## config.mk

```make
export PLATFORM = sky130hd
export DESIGN_NAME = bbsp_host
export DESIGN_NICKNAME = d
export VERILOG_FILES = /design/src/bbsp_pkg.sv /design/src/bbsp_sync.sv /design/src/bbsp_host.sv
export VERILOG_INCLUDE_DIRS = /design/src
export SDC_FILE = /design/constraint.sdc
export NUM_CORES = 1
export LEC_CHECK = 0
export ABC_AREA = 0
export BUFFER_PORTS_ARGS = -buffer_cell sky130_fd_sc_hd__buf_2
export CAP_MARGIN = 20
export CORE_MARGIN = 4
export CORE_UTILIZATION = 49
export CTS_CLUSTER_DIAMETER = 40
export CTS_CLUSTER_SIZE = 24
export DETAILED_ROUTE_END_ITERATION = 8
export MAX_ROUTING_LAYER = met4
export PLACE_DENSITY = 0.74
export SYNTH_ARGS = -nofsm -noshare
export SYNTH_HDL_FRONTEND = slang
export SYNTH_SLANG_ARGS = --single-unit
```

## constraint.sdc

```tcl
create_clock -name ref_clk -period 1.8 [get_ports ref_clk]
set_input_delay 0.09 -clock ref_clk [delete_from_list [all_inputs] [get_ports ref_clk]]
set_output_delay 0.09 -clock ref_clk [all_outputs]
set_load 0.1 [all_outputs]
```

## src/bbsp_defs.svh

```systemverilog
// timing figures, cycle counts and widths for the battery-backed sram port host
`ifndef BBSP_DEFS_SVH
`define BBSP_DEFS_SVH

`define BBSP_ADDR_W 11
`define BBSP_DATA_W 8
`define BBSP_CLK_NS 10

// write cycle figures, ns, fastest grade
`define BBSP_T_WC_NS 150
`define BBSP_T_WEW_NS 90
`define BBSP_T_AW_NS 120
`define BBSP_T_WR_NS 10
// read cycle figures, ns
`define BBSP_T_RC_NS 150
`define BBSP_T_AA_NS 150
`define BBSP_T_OEZ_NS 35
// power-up recovery delay, ms
`define BBSP_T_REC_MS 2

// least times round up to whole cycles
`define BBSP_CEIL(ns) (((ns) + `BBSP_CLK_NS - 1) / `BBSP_CLK_NS)
`define BBSP_WC_CYC `BBSP_CEIL(`BBSP_T_WC_NS)
`define BBSP_WEW_CYC `BBSP_CEIL(`BBSP_T_WEW_NS)
`define BBSP_AW_CYC `BBSP_CEIL(`BBSP_T_AW_NS)
`define BBSP_WR_CYC `BBSP_CEIL(`BBSP_T_WR_NS)
`define BBSP_RC_CYC `BBSP_CEIL(`BBSP_T_RC_NS)
`define BBSP_AA_CYC `BBSP_CEIL(`BBSP_T_AA_NS)
`define BBSP_OEZ_CYC `BBSP_CEIL(`BBSP_T_OEZ_NS)
`define BBSP_REC_CYC ((`BBSP_T_REC_MS * 1000000) / `BBSP_CLK_NS)

// flops between a pin and the logic that reads it
`define BBSP_SYNC_CYC 2
`define BBSP_CNT_W 8
`define BBSP_REC_W 18

`endif

```

## src/bbsp_pkg.sv

```systemverilog
// types shared by the sram port host
package bbsp_pkg;
    typedef enum logic [2:0] {
        ST_POWER,
        ST_IDLE,
        ST_WRITE,
        ST_WREND,
        ST_READ,
        ST_TURN
    } bbsp_state_t;
endpackage

```

## src/bbsp_sync.sv

```systemverilog
// two-flop synchroniser for pin inputs
`timescale 1ns/1ns
`default_nettype none
module bbsp_sync #(
    parameter int WIDTH = 1
) (
    input wire logic ref_clk,
    input wire logic reset,
    input wire logic [WIDTH-1:0] pinIn,
    output logic [WIDTH-1:0] syncOut
);
    logic [WIDTH-1:0] stageOne_q;
    logic [WIDTH-1:0] stageTwo_q;

    // first stage feeds only the second stage
    genvar gi;
    generate
        for (gi = 0; gi < WIDTH; gi++) begin : g_bit
            always_ff @(posedge ref_clk) begin
                if (reset) begin
                    stageOne_q[gi] <= 1'b0;
                    stageTwo_q[gi] <= 1'b0;
                end else begin
                    stageOne_q[gi] <= pinIn[gi];
                    stageTwo_q[gi] <= stageOne_q[gi];
                end
            end
        end
    endgenerate

    assign syncOut = stageTwo_q;
endmodule
`default_nettype wire

```

## src/bbsp_host.sv

```systemverilog
// host controller driving a battery-backed 2k x 8 static ram over its pins
`include "bbsp_defs.svh"
`timescale 1ns/1ns
`default_nettype none
module bbsp_host
    import bbsp_pkg::*;
#(
    parameter int RECOVERY_CYC = `BBSP_REC_CYC
) (
    input wire logic ref_clk,
    input wire logic reset,
    input wire logic reqValid,
    input wire logic reqWrite,
    input wire logic [`BBSP_ADDR_W-1:0] reqAddr,
    input wire logic [`BBSP_DATA_W-1:0] reqData,
    output logic reqReady,
    output logic respValid,
    output logic [`BBSP_DATA_W-1:0] respData,
    input wire logic powerOk,
    output logic sramChipSelN,
    output logic sramWriteN,
    output logic sramOutEnN,
    output logic [`BBSP_ADDR_W-1:0] sramAddr,
    input wire logic [`BBSP_DATA_W-1:0] dqIn,
    output logic [`BBSP_DATA_W-1:0] dqOut,
    output logic dqOe
);
    localparam logic [`BBSP_CNT_W-1:0] WLOW_LAST = `BBSP_CNT_W'(`BBSP_AW_CYC - 1);
    localparam logic [`BBSP_CNT_W-1:0] WREC_LAST = `BBSP_CNT_W'(`BBSP_WC_CYC - `BBSP_AW_CYC - 1);
    localparam logic [`BBSP_CNT_W-1:0] RD_LAST = `BBSP_CNT_W'(`BBSP_AA_CYC + `BBSP_SYNC_CYC - 1);
    localparam logic [`BBSP_CNT_W-1:0] TURN_LAST = `BBSP_CNT_W'(`BBSP_OEZ_CYC - 1);
    localparam logic [`BBSP_REC_W-1:0] REC_LAST = `BBSP_REC_W'(RECOVERY_CYC - 1);

    logic powerSync;
    logic [`BBSP_DATA_W-1:0] dqSync;
    bbsp_state_t state_q, state_d;
    logic [`BBSP_CNT_W-1:0] cnt_q, cnt_d;
    logic [`BBSP_REC_W-1:0] rec_q, rec_d;
    logic cs_q, cs_d, we_q, we_d, oe_q, oe_d, doe_q, doe_d;
    logic ready_q, ready_d, resp_q, resp_d;
    logic [`BBSP_ADDR_W-1:0] addr_q, addr_d;
    logic [`BBSP_DATA_W-1:0] dout_q, dout_d, rdata_q, rdata_d;

    // pins from the memory and the supply monitor cross in through two flops
    bbsp_sync #(.WIDTH(1)) u_pwr_sync (
        .ref_clk(ref_clk),
        .reset(reset),
        .pinIn(powerOk),
        .syncOut(powerSync)
    );
    bbsp_sync #(.WIDTH(`BBSP_DATA_W)) u_dq_sync (
        .ref_clk(ref_clk),
        .reset(reset),
        .pinIn(dqIn),
        .syncOut(dqSync)
    );

    // next-state logic for sequencing the strobes
    always_comb begin
        state_d = state_q;
        cnt_d = cnt_q + 1'b1;
        rec_d = rec_q;
        cs_d = cs_q;
        we_d = we_q;
        oe_d = oe_q;
        doe_d = doe_q;
        ready_d = 1'b0;
        resp_d = 1'b0;
        addr_d = addr_q;
        dout_d = dout_q;
        rdata_d = rdata_q;
        if (!powerSync) begin
            // supply gone: deselect, float, restart recovery count
            state_d = ST_POWER;
            cs_d = 1'b1;
            we_d = 1'b1;
            oe_d = 1'b1;
            doe_d = 1'b0;
            rec_d = '0;
        end else begin
            unique case (state_q)
                ST_POWER: begin
                    // strobes stay high until the recovery delay is over
                    rec_d = rec_q + 1'b1;
                    if (rec_q == REC_LAST) begin
                        state_d = ST_IDLE;
                        ready_d = 1'b1;
                    end
                end
                ST_IDLE: begin
                    ready_d = ready_q;
                    if (reqValid && ready_q) begin
                        ready_d = 1'b0;
                        cnt_d = '0;
                        addr_d = reqAddr;
                        cs_d = 1'b0;
                        if (reqWrite) begin
                            // output-drive held high so the bus is ours
                            we_d = 1'b0;
                            dout_d = reqData;
                            doe_d = 1'b1;
                            state_d = ST_WRITE;
                        end else begin
                            oe_d = 1'b0;
                            state_d = ST_READ;
                        end
                    end
                end
                ST_WRITE: begin
                    // address-to-end is the longest low figure, so it sets the pulse
                    if (cnt_q == WLOW_LAST) begin
                        cs_d = 1'b1;
                        we_d = 1'b1;
                        cnt_d = '0;
                        state_d = ST_WREND;
                    end
                end
                ST_WREND: begin
                    // data and address held past the rising strobe
                    doe_d = 1'b0;
                    if (cnt_q == WREC_LAST) begin
                        state_d = ST_IDLE;
                        ready_d = 1'b1;
                    end
                end
                ST_READ: begin
                    // wait access time plus synchroniser delay before sampling
                    if (cnt_q == RD_LAST) begin
                        rdata_d = dqSync;
                        resp_d = 1'b1;
                        cs_d = 1'b1;
                        oe_d = 1'b1;
                        cnt_d = '0;
                        state_d = ST_TURN;
                    end
                end
                ST_TURN: begin
                    // memory may still drive the bus until its float time passes
                    if (cnt_q == TURN_LAST) begin
                        state_d = ST_IDLE;
                        ready_d = 1'b1;
                    end
                end
            endcase
        end
    end

    // registers; every pin output comes straight from here
    always_ff @(posedge ref_clk) begin
        if (reset) begin
            state_q <= ST_POWER;
            cnt_q <= '0;
            rec_q <= '0;
            cs_q <= 1'b1;
            we_q <= 1'b1;
            oe_q <= 1'b1;
            doe_q <= 1'b0;
            ready_q <= 1'b0;
            resp_q <= 1'b0;
            addr_q <= '0;
            dout_q <= '0;
            rdata_q <= '0;
        end else begin
            state_q <= state_d;
            cnt_q <= cnt_d;
            rec_q <= rec_d;
            cs_q <= cs_d;
            we_q <= we_d;
            oe_q <= oe_d;
            doe_q <= doe_d;
            ready_q <= ready_d;
            resp_q <= resp_d;
            addr_q <= addr_d;
            dout_q <= dout_d;
            rdata_q <= rdata_d;
        end
    end

    assign sramChipSelN = cs_q;
    assign sramWriteN = we_q;
    assign sramOutEnN = oe_q;
    assign sramAddr = addr_q;
    assign dqOut = dout_q;
    assign dqOe = doe_q;
    assign reqReady = ready_q;
    assign respValid = resp_q;
    assign respData = rdata_q;

    // helper counters: cycles with write strobe low, chip select low, power good
    logic [`BBSP_CNT_W-1:0] weLowCnt_q, csLowCnt_q;
    logic [`BBSP_REC_W-1:0] pwrGoodCnt_q;
    always_ff @(posedge ref_clk) begin
        if (reset) begin
            weLowCnt_q <= '0;
            csLowCnt_q <= '0;
            pwrGoodCnt_q <= '0;
        end else begin
            weLowCnt_q <= we_q ? '0 : weLowCnt_q + 1'b1;
            csLowCnt_q <= cs_q ? '0 : csLowCnt_q + 1'b1;
            pwrGoodCnt_q <= !powerSync ? '0 : (&pwrGoodCnt_q ? pwrGoodCnt_q : pwrGoodCnt_q + 1'b1);
        end
    end
endmodule
`default_nettype wire

```

==> reports/results.tsv, run 1 <==
stage	metric	value	unit
synth	yosys.area_share.simple	26.99	%
synth	yosys.cell_count.top_type	dfxtp_1	
finish	synthToLayoutAreaGrowth	32.71	%
flow_run	cap_violations	0	
drt	routedWlPerCell	13.26	um
pwr	p_leak	1.750	nW
synth	synth_xor_area_share	6.638	%
synth	ys.flop_type	dfxtp_1	
clock_network	cts_tree	yes	
clock_network	cts_max_level	3	
global_route	grt.total_usage	19.08	%
synth	synth_compound_area_share	8.139	%
die	die_h	88.39	um
synth	ys_types	46	
pwr	internal_power	2.698	mW
pwr	powerDensity	827.9	mW/mm^2
global_route	grt_pass1_wl	11390	um
synth	synth.mux.area_fraction	2.845	%
drt	drt_pre_antenna_iters	4	
synth	ys_top_cells_by_area	dfxtp_1 51%, nand2_1 6.3%, nor2_1 5.1%	
drt	drtIter0Drc	110	
pwr	pwr-share-seq	51.9	%
clock_network	clock_path_buffers	2	
finish	diodes	0	
worst_setup_path	worst-endpoint-arrival	2.16	ns
worst_setup_path	worst_setup_path_end_kind	register	
timing	fin_worst_skew	0.01688	ns
timing	post-route-min-period	1.916	ns
finish	drive_gt1_share	25.65	%
worst_setup_path	required	2.04	ns
timing	worstMarginPinSlew	0.4988	ns
outcome	violations	negative setup slack	
pwr	p_sw_share	22.47	%
drt	drtAntennaViolNets	0	
global_route	grt_remaining_overflow	0	
die	num_rows	29	
die	coreArea	0.006314	sq mm
placement	io_buffers	64	
worst_setup_path	startpoint_type	register	
die	fp.dieArea	0.007813	sq mm
pwr	clockPowerShare	43.6	%
global_route	antenna_found_initial	0	
synth	synth_area	0.003167	sq mm
timing	relSlewSlack	66.98	%
drt	drc_errors	0	
synth	synth_top_family_by_area	simple AND/OR/NAND/NOR gates	
synth	synth.avg_cell_area	9.048	sq um
clock_network	clock_latency	0.36	ns
hold_path	hold_path.class	in -> reg	
finish	nets	491	
timing	setup_violations	12	
synth	synth.top_cell.area_share	50.57	%
clock_network	path_clk_slew	0.09	ns
placement	place_congestion	0.8186	
clock_network	cts_inserted_buffers	9	
drt	avgViaCountPerCell	5.108	
pwr	comb_power_share	4.5	%
global_route	grt_max_degree	49	
synth	synth.net_count	386	
timing	clock.fmax	521.8	MHz
synth	synth-edff-count	0	
pwr	ir_drop	0.6389	mV
timing	drv_slew	0	
clock_network	clock-sinks	80	
placement	postPlaceCellArea	0.003643	sq mm
drt	wl	7119	um
timing	fin_setup_tns	-0.2797	ns
synth	synth_fa_ha_area_share	1.580	%
timing	fin_ws	-0.1164	ns
placement	dp_slack	-0.02990	ns
synth	synth_warnings	0	
drt	num_vias	2743	
synth	ys_seq_area_share	50.57	%
synth	async_flop_share	0	%
synth	ys_seq_elements	80	
die	die_w	88.39	um
placement	dp_hpwl	4561	um
synth	synth.largest_area_cell	dfxtp_1	
finish	final_area	0.004203	sq mm
worst_setup_path	crit_fanout	5	
timing	grt_setup_unrepaired	yes	
synth	synth_common_cells	80 x dfxtp_1, 53 x nand2_1, 43 x nor2_1, 23 x a21oi_1, 20 x nor2b_1	
worst_setup_path	criticalPathCategory	reg -> reg	
global_route	grt_pass1_vias	2615	
outcome	status	finished, violations left	
die	initial_core_util	50.16	%
timing	hold_violations	0	
clock_network	clockRootBuffer	clkbuf_8	
die	ioPinCount	65	
timing	period_share	106.5	%
synth	netlist_instances	350	
finish	final_util	66.57	%
pwr	p_switching	782.0	uW
[area by class of cell]
cell class,count,area [sq um]
clock buffer,9,123.9
clock inverter,7,108.9
fill,502,2111
inverter,5,18.77
multi-input combinational,247,1500
sequential,80,1604
tap,77,96.34
timing repair buffer,112,750.7
[through the flow]
stage	hold WS, ns	instances	power (mW)
finish	0.1141	537	3.480
floorplan	0.2025	350	1.900
detailed placement	0.3042	492	1.953
global route	0.1159	537	3.612
CTS	0.09557	536	3.510
global placement	0.3044	492	1.951
[cells in the final DEF, fill, tap and decap left out, types with 5 or more instances in the layout]
| cell type | synthesis | layout |
|---|---|---|
| inv_1 | 5 | 5 |
| buf_2 | 1 | 64 |
| buf_4 | 4 | 20 |
| a21oi_1 | 23 | 22 |
| dlygate4sd3_1 | 0 | 28 |
| nand3_1 | 15 | 15 |
| nor2b_1 | 20 | 20 |
| xnor2_1 | 9 | 9 |
| clkbuf_8 | 0 | 9 |
| mux2i_1 | 9 | 9 |
| xor2_1 | 15 | 15 |
| dfxtp_1 | 80 | 78 |
| nor2_1 | 43 | 43 |
| nand4_1 | 10 | 10 |
| nand2_1 | 53 | 52 |
[registers in the layout (all words and copies together), names as in the netlist]
register / flops
cnt_q: 8
dqOe: 1
dqOut: 8
rec_q: 18
reqReady: 1
respData: 8
respValid: 1
sramAddr: 11
sramChipSelN: 1
sramOutEnN: 1
sramWriteN: 1
state_q: 3
u_dq_sync.stageOne_q: 8
u_dq_sync.syncOut: 8
u_pwr_sync.stageOne_q: 1
u_pwr_sync.syncOut: 1
[per-layer routing]
layer	vias to the layer above	track usage (%)	wire (um)
met4	0	7.555	116
met5	-	-	0
li1	1387	-	-
met3	13	5.214	506
met1	1257	21.96	3002
met2	86	31.54	3494
[power groups by stage]
stage          sequential (mW)  clock, mW  combinational [mW]
6_report                  1.81       1.52               0.157
5_1_grt                   1.81       1.63               0.173
4_1_cts                   1.81       1.55               0.153
3_5_place_dp              1.85          0               0.106
3_3_place_gp              1.85          0               0.105
2_1_floorplan             1.84          0              0.0575
[cells by family (layout without fill, tap and decap cells)]
group,Yosys count,in the layout
AOI/OAI and AO/OA,39,39
xor gates and xnor gates,24,24
and+or+nand+nor,171,171
adders and majority gates,4,4
buffers and inverters,23,133
DFF,80,80
muxes,9,9
[worst max-delay path, stage by stage (launching register included)]
cell and delay [ns]:
dfxtp_2 0.33, or4_4 0.58, o311ai_4 0.28, and3_4 0.26
nand2_2 0.05, a221o_1 0.31
[final timing paths]
kind | start | end | slack, ns | depth (start not counted)
worst min register to register | u_dq_sync.stageOne_q[3] | u_dq_sync.syncOut[3] | 0.45 | 1
worst max-delay path | cnt_q[7] | sramChipSelN | -0.12 | 5
worst max register to register | cnt_q[7] | sramChipSelN | -0.12 | 5
worst min-delay path | reqWrite | dqOut[3] | 0.11 | 3
[repair_timing]
item,CTS,global route
endpoints found under the setup margin,19,27
hold endpoints to repair,28,0
resized for setup,1,8
hold buffers,28,0
gates cloned,0,0
buffers inserted,0,1
pin swaps,0,9
(Power assumes the default switching activity.)
==> run 2, diff against run 1 <==
--- a/config.mk
+++ b/config.mk
@@ -9,13 +9,16 @@
 export ABC_AREA = 0
 export BUFFER_PORTS_ARGS = -buffer_cell sky130_fd_sc_hd__buf_2
 export CAP_MARGIN = 20
+export CELL_PAD_IN_SITES_DETAIL_PLACEMENT = 1
+export CELL_PAD_IN_SITES_GLOBAL_PLACEMENT = 2
 export CORE_MARGIN = 4
-export CORE_UTILIZATION = 49
+export CORE_UTILIZATION = 29
 export CTS_CLUSTER_DIAMETER = 40
 export CTS_CLUSTER_SIZE = 24
 export DETAILED_ROUTE_END_ITERATION = 8
 export MAX_ROUTING_LAYER = met4
-export PLACE_DENSITY = 0.74
+export PLACE_DENSITY = 0.73
+export SETUP_SLACK_MARGIN = 0.1
 export SYNTH_ARGS = -nofsm -noshare
 export SYNTH_HDL_FRONTEND = slang
 export SYNTH_SLANG_ARGS = --single-unit
==> run 2 against run 1 <==
The flow still finishes with violations (negative setup slack). Sequential share of layout area shrank 1.7 points. Cell area grew 4.8%. Fmax shrank 2.4%. Critical path depth is the same.
==> reports/results.tsv, run 2 (synthesis results as in run 1) <==
stage	metric	value	unit	change
outcome	status	finished, violations left		unchanged
outcome	violations	negative setup slack		unchanged
finish	layout_commonest_cell	dfxtp_1		unchanged
timing	drv_slew	0		unchanged
drt	avgViaCountPerCell	4.586		was 5.108
pwr	p_switching	832.1	uW	was 782.0 uW
worst_setup_path	r2r-end	sramChipSelN		unchanged
finish	fin_cells	606		was 537
worst_setup_path	crit_start	cnt_q[7]		unchanged
worst_setup_path	critPathMaxStageDelay	0.59	ns	was 0.58 ns
pwr	comb_power_share	5.1	%	was 4.5%
clock_network	clock-sinks	80		unchanged
timing	hold_violations	0		unchanged
global_route	grt_remaining_overflow	0		unchanged
worst_setup_path	crit_slowest_cell	or4_4		unchanged
global_route	grt_pass1_vias	2823		was 2,615
clock_network	clock_path_buffers	2		unchanged
finish	fill_cells	1234		was 502
drt	drtAntennaViolNets	0		unchanged
placement	dp_hpwl	5675	um	was 4561 um
drt	drc_errors	0		unchanged
clock_network	clockRootBuffer	clkbuf_8		unchanged
worst_setup_path	worst_setup_path_end_kind	register		unchanged
placement	place_congestion	0.7971		was 0.8186
die	die_h	112.5	um	was 88.39 um
global_route	antenna_found_initial	0		unchanged
die	die_w	112.5	um	was 88.39 um
timing	clock.fmax	509.2	MHz	was 521.8 MHz
clock_network	path_clk_slew	0.10	ns	was 0.09 ns
clock_network	cts_tree	yes		unchanged
timing	fin_worst_skew	0.01367	ns	was 0.01688 ns
timing	period_share	109.1	%	was 106.5%
global_route	grt_max_degree	44		was 49
global_route	grt.total_usage	13.55	%	was 19.08%
timing	fin_setup_tns	-1.621	ns	was -0.2797 ns
worst_setup_path	cp.depth	5		unchanged
worst_setup_path	required	2.06	ns	was 2.04 ns
die	initial_core_util	30.27	%	was 50.16%
finish	nets	501		was 491
worst_setup_path	crit_fanout	5		unchanged
timing	setup_violations	20		was 12
flow_run	cap_violations	0		unchanged
drt	routedWlPerCell	13.89	um	was 13.26 um
die	fp.dieArea	0.01266	sq mm	was 0.007813 sq mm
pwr	powerDensity	771.2	mW/mm^2	was 827.9 mW/mm^2
placement	dpl.cell_count	555		was 492
pwr	p_sw_share	24.50	%	was 22.47%
drt	drt_pre_antenna_iters	4		unchanged
worst_setup_path	reg2reg_depth	5		unchanged
die	coreArea	0.01046	sq mm	was 0.006314 sq mm
finish	multi_input_area	0.001570	sq mm	was 0.001500 sq mm
worst_setup_path	criticalPathCategory	reg -> reg		unchanged
finish	seqCellArea	0.001608	sq mm	was 0.001604 sq mm
finish	synthToLayoutAreaGrowth	39.08	%	was 32.71%
finish	drive_gt1_share	29.15	%	was 25.65%
finish	final_util	42.10	%	was 66.57%
worst_setup_path	endpoint	sramChipSelN		unchanged
timing	post-route-min-period	1.964	ns	was 1.916 ns
timing	worstMarginPinSlew	0.5199	ns	was 0.4988 ns
clock_network	cts_inserted_buffers	9		unchanged
finish	regMostFlops	rec_q		unchanged
drt	num_vias	2779		was 2,743
finish	layout_common_cells	75 x dfxtp_1, 64 x buf_2, 50 x nand2_1, 38 x nor2_1, 31 x dlygate4sd3_1		was 78 x dfxtp_1, 64 x buf_2, 52 x nand2_1, 43 x nor2_1, 28 x dlygate4sd3_1
timing	grt_setup_unrepaired	yes		unchanged
pwr	pwr-share-seq	53.2	%	was 51.9%
pwr	internal_power	2.565	mW	was 2.698 mW
worst_setup_path	r2r-start	cnt_q[7]		unchanged
finish	diodes	0		unchanged
pwr	p_leak	1.800	nW	was 1.750 nW
finish	largest_register_ffs	18		unchanged
global_route	grt_pass1_wl	13700	um	was 11,390 um
die	ioPinCount	65		unchanged
worst_setup_path	startpoint_type	register		unchanged
placement	io_buffers	64		unchanged
hold_path	hold_path.class	in -> reg		unchanged
worst_setup_path	crit_buf_inv	0		unchanged
pwr	clockPowerShare	41.7	%	was 43.6%
die	num_rows	37		was 29
timing	fin_ws	-0.1640	ns	was -0.1164 ns
worst_setup_path	path_cells	or4_4 > o311ai_4 > and3_4 > nand2_2 > a221o_1		unchanged
pwr	ir_drop	0.3316	mV	was 0.6389 mV
worst_setup_path	worst-endpoint-arrival	2.22	ns	was 2.16 ns
drt	wl	8419	um	was 7119 um
worst_setup_path	cp_top_family	simple AND/OR/NAND/NOR gates		unchanged
clock_network	cts_max_level	3		unchanged
drt	drtIter0Drc	80		was 110
worst_setup_path	r2r_setup_slack	-0.16	ns	was -0.12 ns
clock_network	clock_latency	0.36	ns	about the same
timing	relSlewSlack	65.29	%	was 66.98%
==> run 2: final cells by class <==
cell class / count / share of cell area (%)
Sequential cell: 80 / 36.51
Multi-Input combinational cell: 248 / 35.65
Timing Repair Buffer: 121 / 18.84
Tap cell: 136 / 3.864
Clock buffer: 9 / 2.813
Clock inverter: 7 / 1.903
Inverter: 5 / 0.4261
==> run 2: how the worst min path moves through the flow <==
| stage | cells past startpoint | start | to |
|---|---|---|---|
| finish | 3 | reset | sramWriteN |
| CTS | 3 | reset | sramWriteN |
| detailed placement | 2 | dqIn[2] | u_dq_sync.stageOne_q[2] |
| floorplan | 2 | reset | sramWriteN |
| global placement | 2 | dqIn[6] | u_dq_sync.stageOne_q[6] |
| global route | 3 | reset | sramWriteN |
==> run 2: power by group through the flow <==
stage | combinational, mW | sequential (mW) | clock, mW
2_1_floorplan | 0.0577 | 1.84 | 0
3_3_place_gp | 0.109 | 1.85 | 0
3_5_place_dp | 0.110 | 1.85 | 0
4_1_cts | 0.166 | 1.81 | 1.47
5_1_grt | 0.191 | 1.81 | 1.54
6_report | 0.172 | 1.81 | 1.42
==> run 2: metal layers <==
metal | vias up | part of all wire (%) | global-route usage (%)
met5 | - | 0 | -
li1 | 1405 | - | -
met2 | 48 | 49 | 22.77
met3 | 12 | 3.6 | 2.588
met1 | 1314 | 46 | 16.10
met4 | 0 | 1.6 | 5.048
==> run 2: worst min-delay path: stages <==
cell and delay, ns:
buf_2 0.17, nor2b_1 0.09, nand3_1 0.06
==> run 2: what timing repair did <==
item,in CTS,in global routing
pin swaps,2,15
hold buffers,31,0
buffers inserted,1,2
setup endpoints to repair,29,36
cloned,1,0
hold endpoints to repair,28,0
resized for setup,8,17
==> run 2: stage by stage <==
| stage | hold WS (ns) | instance area [sq um] | power, mW | setup WS (ns) |
|---|---|---|---|---|
| floorplan | 0.2025 | 3171 | 1.900 | -0.004459 |
| global placement | 0.3015 | 3750 | 1.954 | -0.08301 |
| detailed placement | 0.3085 | 3750 | 1.957 | -0.1099 |
| CTS | 0.05634 | 4332 | 3.444 | -0.09771 |
| global route | 0.06311 | 4404 | 3.545 | -0.2401 |
| finish | 0.07560 | 4404 | 3.397 | -0.1640 |
==> run 3, diff against run 2 <==
--- a/config.mk
+++ b/config.mk
@@ -18,6 +18,7 @@
 export DETAILED_ROUTE_END_ITERATION = 8
 export MAX_ROUTING_LAYER = met4
 export PLACE_DENSITY = 0.73
+export REMOVE_ABC_BUFFERS = 1
 export SETUP_SLACK_MARGIN = 0.1
 export SYNTH_ARGS = -nofsm -noshare
 export SYNTH_HDL_FRONTEND = slang
==> run 3 against run 2 <==
The flow still finishes with violations (negative setup slack). Sequential share of layout area is 0.14 points lower. Worst hold slack better by 0.050 ns. Die area stayed put. Critical path type unchanged. Critical endpoint unchanged.
==> reports/results.tsv, run 3 (synthesis results as in run 1) <==
stage	metric	value	unit	change
clock_network	clockRootBuffer	clkbuf_8		unchanged
worst_setup_path	cp_top_family	simple AND/OR/NAND/NOR gates		unchanged
clock_network	cts_inserted_buffers	9		unchanged
finish	synthToLayoutAreaGrowth	39.39	%	was 39.08%
drt	drc_errors	0		unchanged
die	num_rows	37		unchanged
global_route	grt_pass1_vias	2888		was 2,823
timing	grt_setup_unrepaired	yes		unchanged
clock_network	cts_max_level	3		unchanged
finish	layout_commonest_cell	dfxtp_1		unchanged
clock_network	path_clk_slew	0.09	ns	was 0.10 ns
placement	dpl.cell_count	557		was 555
worst_setup_path	crit_buf_inv	0		unchanged
pwr	powerDensity	791.3	mW/mm^2	was 771.2 mW/mm^2
drt	routedWlPerCell	13.67	um	was 13.89 um
die	ioPinCount	65		unchanged
worst_setup_path	worst-endpoint-arrival	2.14	ns	was 2.22 ns
placement	io_buffers	64		unchanged
pwr	p_leak	1.815	nW	was 1.800 nW
die	fp.dieArea	0.01266	sq mm	unchanged
pwr	ir_drop	0.4408	mV	was 0.3316 mV
timing	setup_violations	11		was 20
timing	worstMarginPinSlew	0.5131	ns	was 0.5199 ns
outcome	status	finished, violations left		unchanged
finish	drive_gt1_share	29.03	%	was 29.15%
timing	period_share	105.7	%	was 109.1%
finish	diodes	0		unchanged
timing	fin_ws	-0.1021	ns	was -0.1640 ns
hold_path	hold_path.class	in -> reg		unchanged
clock_network	clock-sinks	80		unchanged
worst_setup_path	crit_slowest_cell	or4_4		unchanged
drt	drt_pre_antenna_iters	4		unchanged
clock_network	clock_path_buffers	2		unchanged
timing	relSlewSlack	66.03	%	was 65.29%
timing	fin_worst_skew	0.01301	ns	was 0.01367 ns
placement	place_congestion	0.8278		was 0.7971
die	die_w	112.5	um	unchanged
timing	hold_violations	0		unchanged
finish	layout_common_cells	77 x dfxtp_1, 64 x buf_2, 51 x nand2_1, 37 x nor2_1, 29 x buf_4		was 75 x dfxtp_1, 64 x buf_2, 50 x nand2_1, 38 x nor2_1, 31 x dlygate4sd3_1
worst_setup_path	critPathMaxStageDelay	0.58	ns	was 0.59 ns
worst_setup_path	criticalPathCategory	reg -> reg		unchanged
die	coreArea	0.01046	sq mm	unchanged
global_route	antenna_found_initial	0		unchanged
worst_setup_path	r2r-start	cnt_q[2]		was cnt_q[7]
global_route	grt_remaining_overflow	0		unchanged
finish	fin_cells	608		was 606
flow_run	cap_violations	0		unchanged
worst_setup_path	required	2.04	ns	was 2.06 ns
worst_setup_path	crit_fanout	5		unchanged
timing	drv_slew	0		unchanged
finish	regMostFlops	rec_q		unchanged
finish	nets	503		was 501
drt	drtAntennaViolNets	0		unchanged
finish	largest_register_ffs	18		unchanged
finish	final_util	42.19	%	was 42.10%
drt	avgViaCountPerCell	4.590		was 4.586
hold_path	min_from	reqWrite		was reset
outcome	violations	negative setup slack		unchanged
die	initial_core_util	30.27	%	unchanged
timing	clock.fmax	525.7	MHz	was 509.2 MHz
drt	drtIter0Drc	108		was 80
die	die_h	112.5	um	unchanged
global_route	grt.total_usage	14.06	%	was 13.55%
placement	dp_hpwl	5631	um	was 5675 um
worst_setup_path	startpoint_type	register		unchanged
global_route	grt_max_degree	49		was 44
worst_setup_path	worst_setup_path_end_kind	register		unchanged
worst_setup_path	path_cells	or4_4 > o311ai_4 > and3_4 > nand2_2 > a221o_1		unchanged
clock_network	clock_latency	0.35	ns	was 0.36 ns
worst_setup_path	crit_start	cnt_q[2]		was cnt_q[7]
drt	wl	8314	um	was 8419 um
global_route	grt_pass1_wl	14240	um	was 13,700 um
clock_network	cts_tree	yes		unchanged
timing	post-route-min-period	1.902	ns	was 1.964 ns
drt	num_vias	2791		was 2,779
## run 3: worst register-to-register path, stage by stage (launching register included)
cell and delay (ns):
dfxtp_2 0.33, or4_4 0.58, o311ai_4 0.27, and3_4 0.27
nand2_2 0.05, a221o_1 0.29
## run 3: final cells by class
| type | count | area [sq um] |
|---|---|---|
| clock inverters | 7 | 107.6 |
| multi-input cells | 247 | 1528 |
| clock buffers | 9 | 123.9 |
| fillers | 1221 | 6048 |
| flip-flops and latches | 80 | 1605 |
| inverters | 5 | 18.77 |
| repair buffers | 124 | 860.8 |
| well taps | 136 | 170.2 |
## run 3: report_power, final
group	switching [mW]	internal [mW]
clock	0.713	0.810
sequential	0.0117	1.79
combinational	0.0691	0.0959
## run 3: per-layer routing
metal  vias to the layer above  wire length (um)  GRT usage [%]
met4                         0               110          4.087
met2                        46              4102          23.52
met5                         -                 0              -
met1                      1325              3826          16.97
li1                       1409                 -              -
met3                        11               275          3.181
## run 3: path summary, 6_finish.rpt
check,to,slack (ns),depth (start not counted)
worst min-delay path,dqOut[3],0.13,3
worst max register to register,sramChipSelN,-0.10,5
worst max-delay path,sramChipSelN,-0.10,5
worst min register to register,u_dq_sync.syncOut[0],0.45,1
## run 3: what timing repair did
| action | 4_1_cts | 5_1_grt |
|---|---|---|
| setup endpoints to repair | 26 | 38 |
| gates resized for setup | 7 | 15 |
| pin swaps | 5 | 14 |
| gates cloned | 1 | 0 |
| buffers inserted | 2 | 4 |
| hold buffers | 28 | 0 |
| hold endpoints to repair | 28 | 0 |
## run 3: stage by stage
stage	setup slack [ns]	area (sq um)	hold WS (ns)	total power, mW	setup TNS [ns]
2_1_floorplan	-0.3346	3083	0.1591	1.883	-4.064
3_3_place_gp	-0.05795	3774	0.3002	1.953	-0.4045
3_5_place_dp	-0.1092	3774	0.3046	1.955	-1.068
4_1_cts	-0.08252	4334	0.1046	3.552	-0.7049
5_1_grt	-0.1766	4414	0.1228	3.653	-2.023
6_report	-0.1021	4414	0.1261	3.493	-0.4927
